**src/design/gpdc_pkg.sv**
```systemverilog
/*
 * Package for the gripper process-data command interpreter: command codes,
 * state-word bit positions, recipe layout and cycle timing.
 * Assumes a 125 MHz clock and a process-data frame from the link logic.
 */
package gpdc_pkg;
   // ----------------------------------------------------------------------
   // Command word codes (one bit each, none for CMD_NONE)
   // ----------------------------------------------------------------------
   localparam logic [15:0] CMD_NONE = 16'h0000;
   localparam logic [15:0] CMD_APPLY_DATA_SET = 16'h0001;
   localparam logic [15:0] CMD_STORE_RECIPE = 16'h0002;
   localparam logic [15:0] CMD_CLEAR_DIRECTION_LATCH = 16'h0004;
   localparam logic [15:0] CMD_CAPTURE_POSITION = 16'h0008;
   localparam logic [15:0] CMD_RECALIBRATE_ENDS = 16'h0080;
   localparam logic [15:0] CMD_GO_OUTER = 16'h0100;
   localparam logic [15:0] CMD_GO_INNER = 16'h0200;
   localparam logic [15:0] CMD_FAULT_ACKNOWLEDGE = 16'h8000;

   // ----------------------------------------------------------------------
   // State word bit positions
   // ----------------------------------------------------------------------
   localparam int SW_AT_OUTER = 0;
   localparam int SW_AT_INNER = 1;
   localparam int SW_FAULT_ACTIVE = 3;
   localparam int SW_IN_WINDOW = 4;
   localparam int SW_CONTROLLER_LINK_ACTIVE = 6;
   localparam int SW_MOVING = 8;
   localparam int SW_TRANSFER_ACKNOWLEDGED = 12;

   // ----------------------------------------------------------------------
   // Recipes, force stages, direction latch, reset values
   // ----------------------------------------------------------------------
   localparam int RECIPE_COUNT = 32;
   localparam int RECIPE_WIDTH = 40;
   localparam logic [7:0] FORCE_MIN = 8'h01;
   localparam logic [7:0] FORCE_MAX = 8'h04;
   localparam logic [7:0] FORCE_RESET = 8'h01;
   localparam logic [1:0] DIR_NONE = 2'h0;
   localparam logic [1:0] DIR_OUTER = 2'h1;
   localparam logic [1:0] DIR_INNER = 2'h2;

   // ----------------------------------------------------------------------
   // Communication cycle timing
   // ----------------------------------------------------------------------
   localparam int CYCLE_TIME_US = 5000;
   localparam int CLK_MHZ = 125;
   localparam int CYCLE_CLKS = CYCLE_TIME_US * CLK_MHZ;

   // Interpreter states
   typedef enum logic [2:0] {
      GPDC_IDLE = 3'h1,
      GPDC_LOAD = 3'h2,
      GPDC_TEACH = 3'h4
   } gpdc_fsm_t;
endpackage

```
**src/design/gpdc_cycle_tick.sv**
```systemverilog
/*
 * Divider giving a one-cycle pulse once per communication cycle.
 * Assumes a single clock and synchronous active-low reset.
 */
module gpdc_cycle_tick #(
   parameter int CLKS = gpdc_pkg::CYCLE_CLKS
) (
   input wire logic clk_i,   // System clock
   input wire logic rstn_i,  // Sync reset, active low
   output logic tick_o       // One pulse per cycle
);
   typedef struct packed {
      logic [31:0] cnt;
      logic tick;
   } gpdc_tick_st_t;

   gpdc_tick_st_t st;
   gpdc_tick_st_t next_st;

   // Count down and pulse at wrap
   always_comb
   begin
      next_st = st;
      next_st.tick = 1'b0;
      if (st.cnt == 32'h0)
      begin
         next_st.cnt = 32'(CLKS - 1);
         next_st.tick = 1'b1;
      end
      else
      begin
         next_st.cnt = st.cnt - 32'h1;
      end
   end

   // State register
   always_ff @(posedge clk_i)
   begin
      if (!rstn_i)
      begin
         st <= '0;
      end
      else
      begin
         st <= next_st;
      end
   end

   assign tick_o = st.tick;
endmodule

```
**src/design/gpdc_recipe_mem.sv**
```systemverilog
/*
 * Recipe store: one write port, one read port with registered data.
 * Assumes addresses already range-checked by the caller.
 */
module gpdc_recipe_mem #(
   parameter int DEPTH = gpdc_pkg::RECIPE_COUNT + 1,
   parameter int WIDTH = gpdc_pkg::RECIPE_WIDTH
) (
   input wire logic clk_i,              // System clock
   input wire logic rstn_i,             // Sync reset, active low
   input wire logic wr_en_i,            // Write strobe
   input wire logic [5:0] wr_addr_i,    // Write address
   input wire logic [WIDTH-1:0] wr_data_i, // Write data
   input wire logic rd_en_i,            // Read strobe
   input wire logic [5:0] rd_addr_i,    // Read address
   output logic [WIDTH-1:0] rd_data_o   // Read data, one cycle later
);
   typedef struct packed {
      logic [DEPTH-1:0][WIDTH-1:0] mem;
      logic [WIDTH-1:0] rd;
   } gpdc_mem_st_t;

   gpdc_mem_st_t st;
   gpdc_mem_st_t next_st;

   // Write and registered read
   always_comb
   begin
      next_st = st;
      if (wr_en_i)
      begin
         next_st.mem[wr_addr_i] = wr_data_i;
      end
      if (rd_en_i)
      begin
         next_st.rd = st.mem[rd_addr_i];
      end
   end

   // State register
   always_ff @(posedge clk_i)
   begin
      if (!rstn_i)
      begin
         st <= '0;
      end
      else
      begin
         st <= next_st;
      end
   end

   assign rd_data_o = st.rd;
endmodule

```
**src/design/gpdc_top.sv**
```systemverilog
/*
 * Command interpreter for a two-jaw gripper driven by cyclic process data.
 * Assumes the link logic presents each received frame on the process-data
 * inputs on the clk_i domain; end-stop inputs come from pins.
 */
// Notes on behaviour
// - Gripper is fully run by the six cyclic master-to-device fields.
// - Gripper returns state word, fault code and jaw position each cycle.
// - Process data is exchanged once per 5 ms communication cycle.
// - Parameters become active only through the transfer handshake.
// - After a transfer, state-word bit 12 goes true.
// - Command 0x0000 clears bit 12, which completes the transfer.
// - Apply uses cyclic fields for recipe 0, stored recipe for 1..32.
// - Store-recipe writes current cyclic parameters into selected recipe.
// - Clear-direction-latch lets a repeated move to same side run.
// - Capture stores jaw position as recipe's expected position, index nonzero.
// - Recalibrate-ends relearns both end positions when no other bit is set.
// - Bit 8 drives jaws outward, bit 9 drives them inward.
// - Fault acknowledge clears resettable faults; others stay.
// - Losing a gripped part does not stop travel to the end position.
// - Recipe index above zero loads that recipe; valid range 0..32.
// - Position window in 0.01 mm steps, applied both sides of expected.
// - Force level selects stage one to four.
module gpdc_top #(
   parameter int CYCLE_CLKS = gpdc_pkg::CYCLE_CLKS
) (
   input wire logic clk_i,                      // System clock, 125 MHz
   input wire logic rstn_i,                     // Sync reset, active low
   input wire logic frame_valid_i,              // Link frame present
   input wire logic [15:0] command_word_i,      // Command word
   input wire logic [7:0] profile_select_i,     // Gripping profile
   input wire logic [7:0] recipe_index_i,       // Recipe number
   input wire logic [15:0] expected_part_position_i, // Expected part position
   input wire logic [7:0] force_level_i,        // Force stage
   input wire logic [7:0] position_window_i,    // Window, 0.01 mm
   input wire logic [15:0] jaw_position_i,      // Measured jaw position
   input wire logic at_outer_i,                 // Outer end-stop pin
   input wire logic at_inner_i,                 // Inner end-stop pin
   input wire logic fault_set_i,                // Fault event pulse
   input wire logic [15:0] fault_code_i,        // Code of that fault
   input wire logic fault_resettable_i,         // That fault may be acked
   output logic [15:0] state_word_o,            // State word
   output logic [15:0] fault_code_o,            // Active fault code
   output logic [15:0] jaw_position_now_o,      // Jaw position
   output logic [7:0] active_profile_o,         // Active profile
   output logic [15:0] active_expected_o,       // Active expected position
   output logic [7:0] active_force_o,           // Active force stage
   output logic [7:0] active_window_o,          // Active window
   output logic drive_outer_o,                  // Drive jaws outward
   output logic drive_inner_o,                  // Drive jaws inward
   output logic recalibrate_o                   // Relearn ends, one pulse
);
   // ----------------------------------------------------------------------
   // State
   // ----------------------------------------------------------------------
   typedef struct packed {
      gpdc_pkg::gpdc_fsm_t fsm;
      logic [15:0] cmd_prev;
      logic [5:0] rec_idx;
      logic xfer_ack;
      logic [7:0] act_profile;
      logic [15:0] act_expected;
      logic [7:0] act_force;
      logic [7:0] act_window;
      logic [1:0] dir_latch;
      logic drive_outer;
      logic drive_inner;
      logic recal;
      logic [15:0] fault;
      logic fault_res;
      logic [1:0] sync_outer;
      logic [1:0] sync_inner;
      logic link_active;
      logic [15:0] jaw_pos;
      logic [15:0] state_word;
   } gpdc_top_st_t;

   gpdc_top_st_t st;
   gpdc_top_st_t next_st;
   logic tick;
   logic mem_wr;
   logic mem_rd;
   logic [5:0] mem_addr;
   logic [gpdc_pkg::RECIPE_WIDTH-1:0] mem_wdata;
   logic [gpdc_pkg::RECIPE_WIDTH-1:0] mem_rdata;
   logic cmd_valid;
   logic cmd_new;
   logic idx_ok;
   logic idx_zero;
   logic [16:0] lo_bound;
   logic [16:0] hi_bound;

   // ----------------------------------------------------------------------
   // Submodules
   // ----------------------------------------------------------------------
   gpdc_cycle_tick #(.CLKS(CYCLE_CLKS)) u_tick (
      .clk_i(clk_i),
      .rstn_i(rstn_i),
      .tick_o(tick)
   );

   gpdc_recipe_mem u_mem (
      .clk_i(clk_i),
      .rstn_i(rstn_i),
      .wr_en_i(mem_wr),
      .wr_addr_i(mem_addr),
      .wr_data_i(mem_wdata),
      .rd_en_i(mem_rd),
      .rd_addr_i(mem_addr),
      .rd_data_o(mem_rdata)
   );

   // Command qualification: only zero and the defined single-bit codes act
   always_comb
   begin
      case (command_word_i)
         gpdc_pkg::CMD_NONE,
         gpdc_pkg::CMD_APPLY_DATA_SET,
         gpdc_pkg::CMD_STORE_RECIPE,
         gpdc_pkg::CMD_CLEAR_DIRECTION_LATCH,
         gpdc_pkg::CMD_CAPTURE_POSITION,
         gpdc_pkg::CMD_RECALIBRATE_ENDS,
         gpdc_pkg::CMD_GO_OUTER,
         gpdc_pkg::CMD_GO_INNER,
         gpdc_pkg::CMD_FAULT_ACKNOWLEDGE: cmd_valid = 1'b1;
         default: cmd_valid = 1'b0;
      endcase
   end

   // Frames are sampled once per communication cycle
   assign cmd_new = tick && frame_valid_i && cmd_valid
                    && (command_word_i != st.cmd_prev);
   assign idx_zero = (recipe_index_i == 8'h00);
   assign idx_ok = !idx_zero
                   && (recipe_index_i <= 8'(gpdc_pkg::RECIPE_COUNT));
   assign mem_addr = (st.fsm == gpdc_pkg::GPDC_TEACH) ? st.rec_idx : recipe_index_i[5:0];

   // Window symmetric about expected position
   assign lo_bound = ({8'h00, st.act_window} > st.act_expected) ? 17'h00000
                     : {1'b0, st.act_expected} - {9'h0, st.act_window};
   assign hi_bound = {1'b0, st.act_expected} + {9'h0, st.act_window};

   // ----------------------------------------------------------------------
   // Next-state logic
   // ----------------------------------------------------------------------
   always_comb
   begin
      next_st = st;
      mem_wr = 1'b0;
      mem_rd = 1'b0;
      mem_wdata = {profile_select_i, expected_part_position_i,
                   force_level_i, position_window_i};
      next_st.recal = 1'b0;
      next_st.sync_outer = {st.sync_outer[0], at_outer_i};
      next_st.sync_inner = {st.sync_inner[0], at_inner_i};
      next_st.link_active = frame_valid_i;
      next_st.jaw_pos = jaw_position_i;
      if (tick && frame_valid_i && cmd_valid)
      begin
         next_st.cmd_prev = command_word_i;
      end
      case (st.fsm)
         gpdc_pkg::GPDC_IDLE:
         begin
            if (cmd_new)
            begin
               case (command_word_i)
                  gpdc_pkg::CMD_NONE:
                  begin
                     next_st.xfer_ack = 1'b0;
                  end
                  gpdc_pkg::CMD_APPLY_DATA_SET:
                  begin
                     if (idx_zero)
                     begin
                        next_st.act_profile = profile_select_i;
                        next_st.act_expected = expected_part_position_i;
                        if (force_level_i >= gpdc_pkg::FORCE_MIN
                            && force_level_i <= gpdc_pkg::FORCE_MAX)
                        begin
                           next_st.act_force = force_level_i;
                        end
                        next_st.act_window = position_window_i;
                        next_st.xfer_ack = 1'b1;
                     end
                     else if (idx_ok)
                     begin
                        mem_rd = 1'b1;
                        next_st.fsm = gpdc_pkg::GPDC_LOAD;
                     end
                  end
                  gpdc_pkg::CMD_STORE_RECIPE:
                  begin
                     mem_wr = idx_ok;
                  end
                  gpdc_pkg::CMD_CLEAR_DIRECTION_LATCH:
                  begin
                     next_st.dir_latch = gpdc_pkg::DIR_NONE;
                  end
                  gpdc_pkg::CMD_CAPTURE_POSITION:
                  begin
                     if (idx_ok)
                     begin
                        mem_rd = 1'b1;
                        next_st.rec_idx = recipe_index_i[5:0];
                        next_st.fsm = gpdc_pkg::GPDC_TEACH;
                     end
                  end
                  gpdc_pkg::CMD_RECALIBRATE_ENDS:
                  begin
                     next_st.recal = 1'b1;
                     next_st.drive_outer = 1'b0;
                     next_st.drive_inner = 1'b0;
                  end
                  gpdc_pkg::CMD_GO_OUTER:
                  begin
                     if (st.dir_latch != gpdc_pkg::DIR_OUTER)
                     begin
                        next_st.drive_outer = 1'b1;
                        next_st.drive_inner = 1'b0;
                        next_st.dir_latch = gpdc_pkg::DIR_OUTER;
                     end
                  end
                  gpdc_pkg::CMD_GO_INNER:
                  begin
                     if (st.dir_latch != gpdc_pkg::DIR_INNER)
                     begin
                        next_st.drive_inner = 1'b1;
                        next_st.drive_outer = 1'b0;
                        next_st.dir_latch = gpdc_pkg::DIR_INNER;
                     end
                  end
                  gpdc_pkg::CMD_FAULT_ACKNOWLEDGE:
                  begin
                     if (st.fault_res)
                     begin
                        next_st.fault = 16'h0000;
                        next_st.fault_res = 1'b0;
                     end
                  end
                  default:
                  begin
                     next_st.fsm = gpdc_pkg::GPDC_IDLE;
                  end
               endcase
            end
         end
         gpdc_pkg::GPDC_LOAD:
         begin
            // Stored recipe becomes the active set
            {next_st.act_profile, next_st.act_expected} = mem_rdata[39:16];
            if (mem_rdata[15:8] >= gpdc_pkg::FORCE_MIN
                && mem_rdata[15:8] <= gpdc_pkg::FORCE_MAX)
            begin
               next_st.act_force = mem_rdata[15:8];
            end
            next_st.act_window = mem_rdata[7:0];
            next_st.xfer_ack = 1'b1;
            next_st.fsm = gpdc_pkg::GPDC_IDLE;
         end
         gpdc_pkg::GPDC_TEACH:
         begin
            // Replace the expected position of the read record
            mem_wr = 1'b1;
            mem_wdata = {mem_rdata[39:32], st.jaw_pos, mem_rdata[15:0]};
            next_st.fsm = gpdc_pkg::GPDC_IDLE;
         end
         default:
         begin
            next_st.fsm = gpdc_pkg::GPDC_IDLE;
         end
      endcase
      // Travel ends at an end stop, on recalibrate or on a reverse move, not on part loss
      if (st.drive_outer && st.sync_outer[1])
      begin
         next_st.drive_outer = 1'b0;
      end
      if (st.drive_inner && st.sync_inner[1])
      begin
         next_st.drive_inner = 1'b0;
      end
      // A new fault wins over an acknowledge
      if (fault_set_i)
      begin
         next_st.fault = fault_code_i;
         next_st.fault_res = fault_resettable_i;
      end
      // Returned state word
      next_st.state_word = 16'h0000;
      next_st.state_word[gpdc_pkg::SW_AT_OUTER] = st.sync_outer[1];
      next_st.state_word[gpdc_pkg::SW_AT_INNER] = st.sync_inner[1];
      next_st.state_word[gpdc_pkg::SW_FAULT_ACTIVE] = (st.fault != 16'h0000);
      next_st.state_word[gpdc_pkg::SW_IN_WINDOW] =
         ({1'b0, st.jaw_pos} >= lo_bound) && ({1'b0, st.jaw_pos} <= hi_bound);
      next_st.state_word[gpdc_pkg::SW_CONTROLLER_LINK_ACTIVE] = st.link_active;
      next_st.state_word[gpdc_pkg::SW_MOVING] = st.drive_outer || st.drive_inner;
      next_st.state_word[gpdc_pkg::SW_TRANSFER_ACKNOWLEDGED] = st.xfer_ack;
   end

   // State register
   always_ff @(posedge clk_i)
   begin
      if (!rstn_i)
      begin
         st <= '0;
         st.fsm <= gpdc_pkg::GPDC_IDLE;
         st.act_force <= gpdc_pkg::FORCE_RESET;
      end
      else
      begin
         st <= next_st;
      end
   end

   // Outputs straight from flip-flops
   assign state_word_o = st.state_word;
   assign fault_code_o = st.fault;
   assign jaw_position_now_o = st.jaw_pos;
   assign active_profile_o = st.act_profile;
   assign active_expected_o = st.act_expected;
   assign active_force_o = st.act_force;
   assign active_window_o = st.act_window;
   assign drive_outer_o = st.drive_outer;
   assign drive_inner_o = st.drive_inner;
   assign recalibrate_o = st.recal;

   // ----------------------------------------------------------------------
   // Assertions
   // ----------------------------------------------------------------------
   chk_ack_clear_zero: assert property (@(posedge clk_i) disable iff (!rstn_i)
      cmd_new && command_word_i == 16'h0000 && st.fsm == gpdc_pkg::GPDC_IDLE
      |=> !st.xfer_ack ##1 !state_word_o[12])
      else $error("transfer ack not cleared");
   chk_apply_cyclic: assert property (@(posedge clk_i) disable iff (!rstn_i)
      cmd_new && command_word_i == 16'h0001 && idx_zero && st.fsm == gpdc_pkg::GPDC_IDLE
      |=> st.xfer_ack && st.act_window == $past(position_window_i)
          ##1 state_word_o[12])
      else $error("cyclic set not applied");
   chk_recipe_load: assert property (@(posedge clk_i) disable iff (!rstn_i)
      cmd_new && command_word_i == 16'h0001 && idx_ok && st.fsm == gpdc_pkg::GPDC_IDLE
      |=> st.fsm == gpdc_pkg::GPDC_LOAD ##1 st.xfer_ack)
      else $error("recipe not loaded in two cycles");
   chk_no_bad_cmd: assert property (@(posedge clk_i) disable iff (!rstn_i)
      tick && !cmd_valid && st.fsm == gpdc_pkg::GPDC_IDLE
      |=> !st.recal && $stable(st.dir_latch) && $stable(st.xfer_ack))
      else $error("invalid command acted on");
   chk_recal_pulse: assert property (@(posedge clk_i) disable iff (!rstn_i)
      recalibrate_o |=> !recalibrate_o && !drive_outer_o && !drive_inner_o)
      else $error("recalibrate not a single pulse");
   chk_drive_exclusive: assert property (@(posedge clk_i) disable iff (!rstn_i)
      !(drive_outer_o && drive_inner_o))
      else $error("both directions driven");
   chk_fault_keep: assert property (@(posedge clk_i) disable iff (!rstn_i)
      cmd_new && command_word_i == 16'h8000 && !st.fault_res && !fault_set_i
      |=> $stable(fault_code_o))
      else $error("non-resettable fault cleared");
   chk_params_hold: assert property (@(posedge clk_i) disable iff (!rstn_i)
      $changed(active_force_o) || $changed(active_window_o) |-> st.xfer_ack)
      else $error("parameters changed without handshake");
   chk_direction_latch: assert property (@(posedge clk_i) disable iff (!rstn_i)
      cmd_new && command_word_i == gpdc_pkg::CMD_GO_INNER
      && st.dir_latch == gpdc_pkg::DIR_INNER && st.fsm == gpdc_pkg::GPDC_IDLE
      |=> !$rose(drive_inner_o))
      else $error("latched move repeated");
endmodule

```
**config.mk**
```make
export PLATFORM = sky130hd
export DESIGN_NAME = gpdc_top
export DESIGN_NICKNAME = d
export VERILOG_FILES = /design/src/design/gpdc_pkg.sv /design/src/design/gpdc_cycle_tick.sv /design/src/design/gpdc_recipe_mem.sv /design/src/design/gpdc_top.sv
export SDC_FILE = /design/constraint.sdc
export NUM_CORES = 2
export LEC_CHECK = 0
export BUFFER_PORTS_ARGS = -buffer_cell sky130_fd_sc_hd__buf_2
export CORE_MARGIN = 2
export CORE_UTILIZATION = 40
export DETAILED_ROUTE_END_ITERATION = 8
export GPL_TIMING_DRIVEN = 0
export PLACE_DENSITY = 0.65
export SYNTH_ARGS = -nofsm -noshare
export SYNTH_HDL_FRONTEND = slang
export SYNTH_HIERARCHICAL = 1
export SYNTH_SLANG_ARGS = --single-unit
```
**constraint.sdc**
```tcl
create_clock -name clk_i -period 5.5 [get_ports clk_i]
set_clock_uncertainty 0.2 [all_clocks]
set_input_delay 1.1 -clock clk_i [delete_from_list [all_inputs] [get_ports clk_i]]
set_output_delay 1.1 -clock clk_i [all_outputs]
set_load 0.005 [all_outputs]
```
==> metrics.md <==
| Metric | Value |
|---|---|
| Gpl congestion | 1.006 |
| FF+latch count, synth | 1509 |
| Initial Util | 0.4024 |
| Area grow syn2layout | 13.37% |
| Synth warnings | 6 |
| DR WL/cell | 25.92 um |
| Max incr delay on CP | 0.60 ns |
| Switch Pwr | 6.565 mW |
| # DRC | 0 |
| Clk pwr share | 0.445 |
| Crit end category | flop |
| Non-Filler Instances | 10990 |
| Number of global-route vias before repair | 59420 |
| Io pins | 194 |
| Worst path arrival time | 5.91 ns |
| Drt total wl | 285000 um |
| Reg power frac | 0.451 |
| Fin nets | 8678 |
| Max Cap Viol | 1 |
| Top-area cell type share of the netlist area | 0.4262 |
| LEAKAGE | 27.58 nW |
| Relative slew slack | -0.008078 |
| Mapped Cells | 8169 |
| Internal power | 18.24 mW |
| HPWL after DPL | 215500 um |
| Final Slew Violations | 12 |
| DP Cell Count | 10700 |
| Peak Freq | 0.1847 GHz |
| Post-synth cell types | 89 |
| Power Density | 308.7 mW/mm^2 |
| Crit start category | primary input |
| Ys async rst share | 0 |
| Core Footprint | 0.1761 mm^2 |
| Most common cell after layout, fill and taps aside | nand2_1 |
| GRT Util Overall | 0.3059 |
| Outcome | complete, but fails checks |
| WP data required | 5.99 ns |
| CP max FO | 10 |
| Ys flop type | dfxtp_1 |
| Largest net degree at the start of global routing | 17 |
| Hold WS | 0.2343 ns |
| Filler cell count | 17060 |
| Synthesized area per cell | 8.676 um^2 |
| Maximum VDD drop | 0.2493 mV |
| CP max-delay cell | or4_4 |
| First-pass GRT wire length | 405300 um |
| Cell Chain, Critical Path | buf_2 -> or4_4 -> or4_4 -> o22a_4 -> a2111oi_4 -> nand2_1 -> nor3_2 -> or2_4 -> or4b_1 -> buf_2 -> or3_1 -> clkbuf_1 -> clkbuf_1 -> nand2_1 -> a21boi_1 |
| Max Root-Sink Buffers | 3 |
| Hold/Removal Path Class | flop to flop |
| Share of layout cells above drive strength 1 | 0.1432 |
| Crit path max-delay family | simple AND/OR/NAND/NOR gates |
| Top cells by area, synth | dfxtp_1, nand2_1, a21boi_1, mux4_2, mux2_2 |
| Root Buffer | clkbuf_16 |
| Clock sinks | 1509 |
| Post-synth EDFFs | 0 |
| Die Height | 424.9 um |
| Logic pwr share | 0.104 |
| Post-DRT Antenna Nets | 0 |
| Number of CTS-inserted buffers | 162 |
| RSZ-0062 raised after global routing | false |
| Seq/Total Area, Yosys | 0.4262 |
| Vias per cell | 5.723 |
| Clock-pin transition on the worst setup and hold timing paths | 0.06 ns |
| Post-Synthesis Cell Area | 0.07087 mm^2 |
| Final global-route overflow total | 0 |
| Antenna violations before repair | 13 |
| Fin crit share | 0.9844 |
| Worst Path Buf+Inv | 4 |
| Worst-Skew Late Latency | 0.82 ns |
| Final hold vios | 0 |
| Die X | 424.9 um |
| Synth area leader | dfxtp_1 |
| Final Setup Violations | 0 |
| Port Buffer Count | 177 |
| Crit path time final | 5.414 ns |
| Die area | 0.1806 mm^2 |
| H-tree lvl count | 4 |
| Crit path kind | primary input to flop |
| DR pass1 iterations | 7 |
| Post-route cell area | 0.08035 mm^2 |
| Most frequent cells in the layout | nand2_1, dfxtp_1, a21boi_1 |
| Area after DPL | 0.07476 mm^2 |
| Failing checks | max-capacitance violations, max-slew violations |
| Routed via count | 62920 |
| 1st-iter DRT viols | 6883 |
| Switching share of power | 0.2646 |
| Site row count | 154 |
| TritonCTS clock tree | done |
| Least-Margin Pin Slew | 1.512 ns |
==> power by group through the flow <==
stage	registers [mW]	logic, mW	clock network, mW
after detailed placement	11.4	2.49	0
final	11.2	2.58	11.0
after global routing	11.2	2.71	11.6
after CTS	11.2	2.51	11.1
after global placement	11.4	2.47	0
after floorplan	11.4	1.59	0
==> worst register-to-register path: stages, from the launching register on <==
cell	delay, ns
dfxtp_1	0.35
nor3b_1	0.31
clkbuf_2	0.35
mux2_2	0.48
buf_2	0.36
buf_2	0.43
nor2b_1	0.19
clkbuf_1	0.73
clkbuf_1	1.17
a221o_1	0.52
a32o_1	0.21
==> registers in the layout, indices dropped and copies added, names as in the netlist, 6 cells and up <==
| register | flops |
|---|---|
| st | 28 |
| state_word_o | 7 |
| active_window_o | 8 |
| active_profile_o | 8 |
| u_mem/rd_data_o | 40 |
| active_expected_o | 16 |
| jaw_position_now_o | 16 |
| next_st | 6 |
| fault_code_o | 16 |
| active_force_o | 8 |
| u_mem/st | 1320 |
| u_tick/st | 32 |
==> metal layers <==
| metal | track usage | share of wire | routed length (um) | vias to the layer above |
|---|---|---|---|---|
| li1 | - | - | - | 28320 |
| met1 | 0.3933 | 0.40 | 113200 | 30590 |
| met2 | 0.4604 | 0.43 | 122100 | 3276 |
| met3 | 0.08492 | 0.11 | 31910 | 723 |
| met4 | 0.1741 | 0.062 | 17670 | 2 |
| met5 | 0 | 0.000046 | 13 | - |
==> per-stage QoR <==
stage,total power [mW],TNS (ns),setup WS (ns),util
2_1_floorplan,12.98,0,0.5026,-
3_3_place_gp,13.89,-1927.22,-2.021,0.4243
3_5_place_dp,13.92,-1751.39,-2.023,0.4245
4_1_cts,24.80,0,0.01632,0.4559
5_1_grt,25.49,0,0.07355,0.4562
6_report,24.81,0,0.08596,0.4563
==> Yosys cell counts (41+ instances only) <==
library cell,count
nand2_1,2782
dfxtp_1,1509
a21boi_1,1036
clkbuf_1,664
a21boi_0,285
mux2_2,241
mux4_2,200
buf_4,169
nor2_1,109
mux2i_1,98
buf_2,81
o22ai_1,81
o21ai_0,80
a221oi_1,75
inv_1,68
ha_1,49
a21oi_1,42
a221o_1,42
o211ai_1,42
o221ai_1,41
==> area by class of cell <==
cell class              count  area, um^2  share of cell area
multi-input cells        5660       36310              0.4519
clock buffers             235        4703             0.05853
clock inverters            53       568.0            0.007069
flip-flops and latches   1509       30210              0.3760
repair buffers            184       943.4             0.01174
inverters                  69       259.0            0.003223
diodes                      5       12.51           0.0001557
plain buffers             938        4422             0.05503
well taps                2340        2928             0.03644
==> path summary, 6_finish.rpt <==
kind	depth (start not counted)	start	endpoint	slack, ns
min	1	next_st[36]	next_st[0]	0.23
max reg2reg	10	st[124]	u_mem/rd_data_o[21]	0.14
max	15	command_word_i[10]	u_mem/st[359]	0.09
min reg2reg	1	next_st[36]	next_st[0]	0.23
==> kinds of logic (layout without fill, tap and decap cells) <==
group / Yosys count / in the layout / synth area share
buffers and inverters: 1008 / 1479 / 0.06514
AOI/OAI and AO/OA: 1852 / 1852 / 0.1972
and+or+nand+nor: 3156 / 3156 / 0.1798
adders and majority gates: 51 / 51 / 0.009215
muxes: 543 / 543 / 0.1163
other: 1 / 14 / 0.00005291
DFF: 1509 / 1509 / 0.4262
xor gates and xnor gates: 49 / 49 / 0.006055
==> timing repair <==
item,in CTS,in global routing
gates resized for setup,62,36
buffers inserted,5,0
hold buffers,0,0
endpoints found under the setup margin,1343,271
pin swaps,5,1
Power figures use the tool's default switching activity.
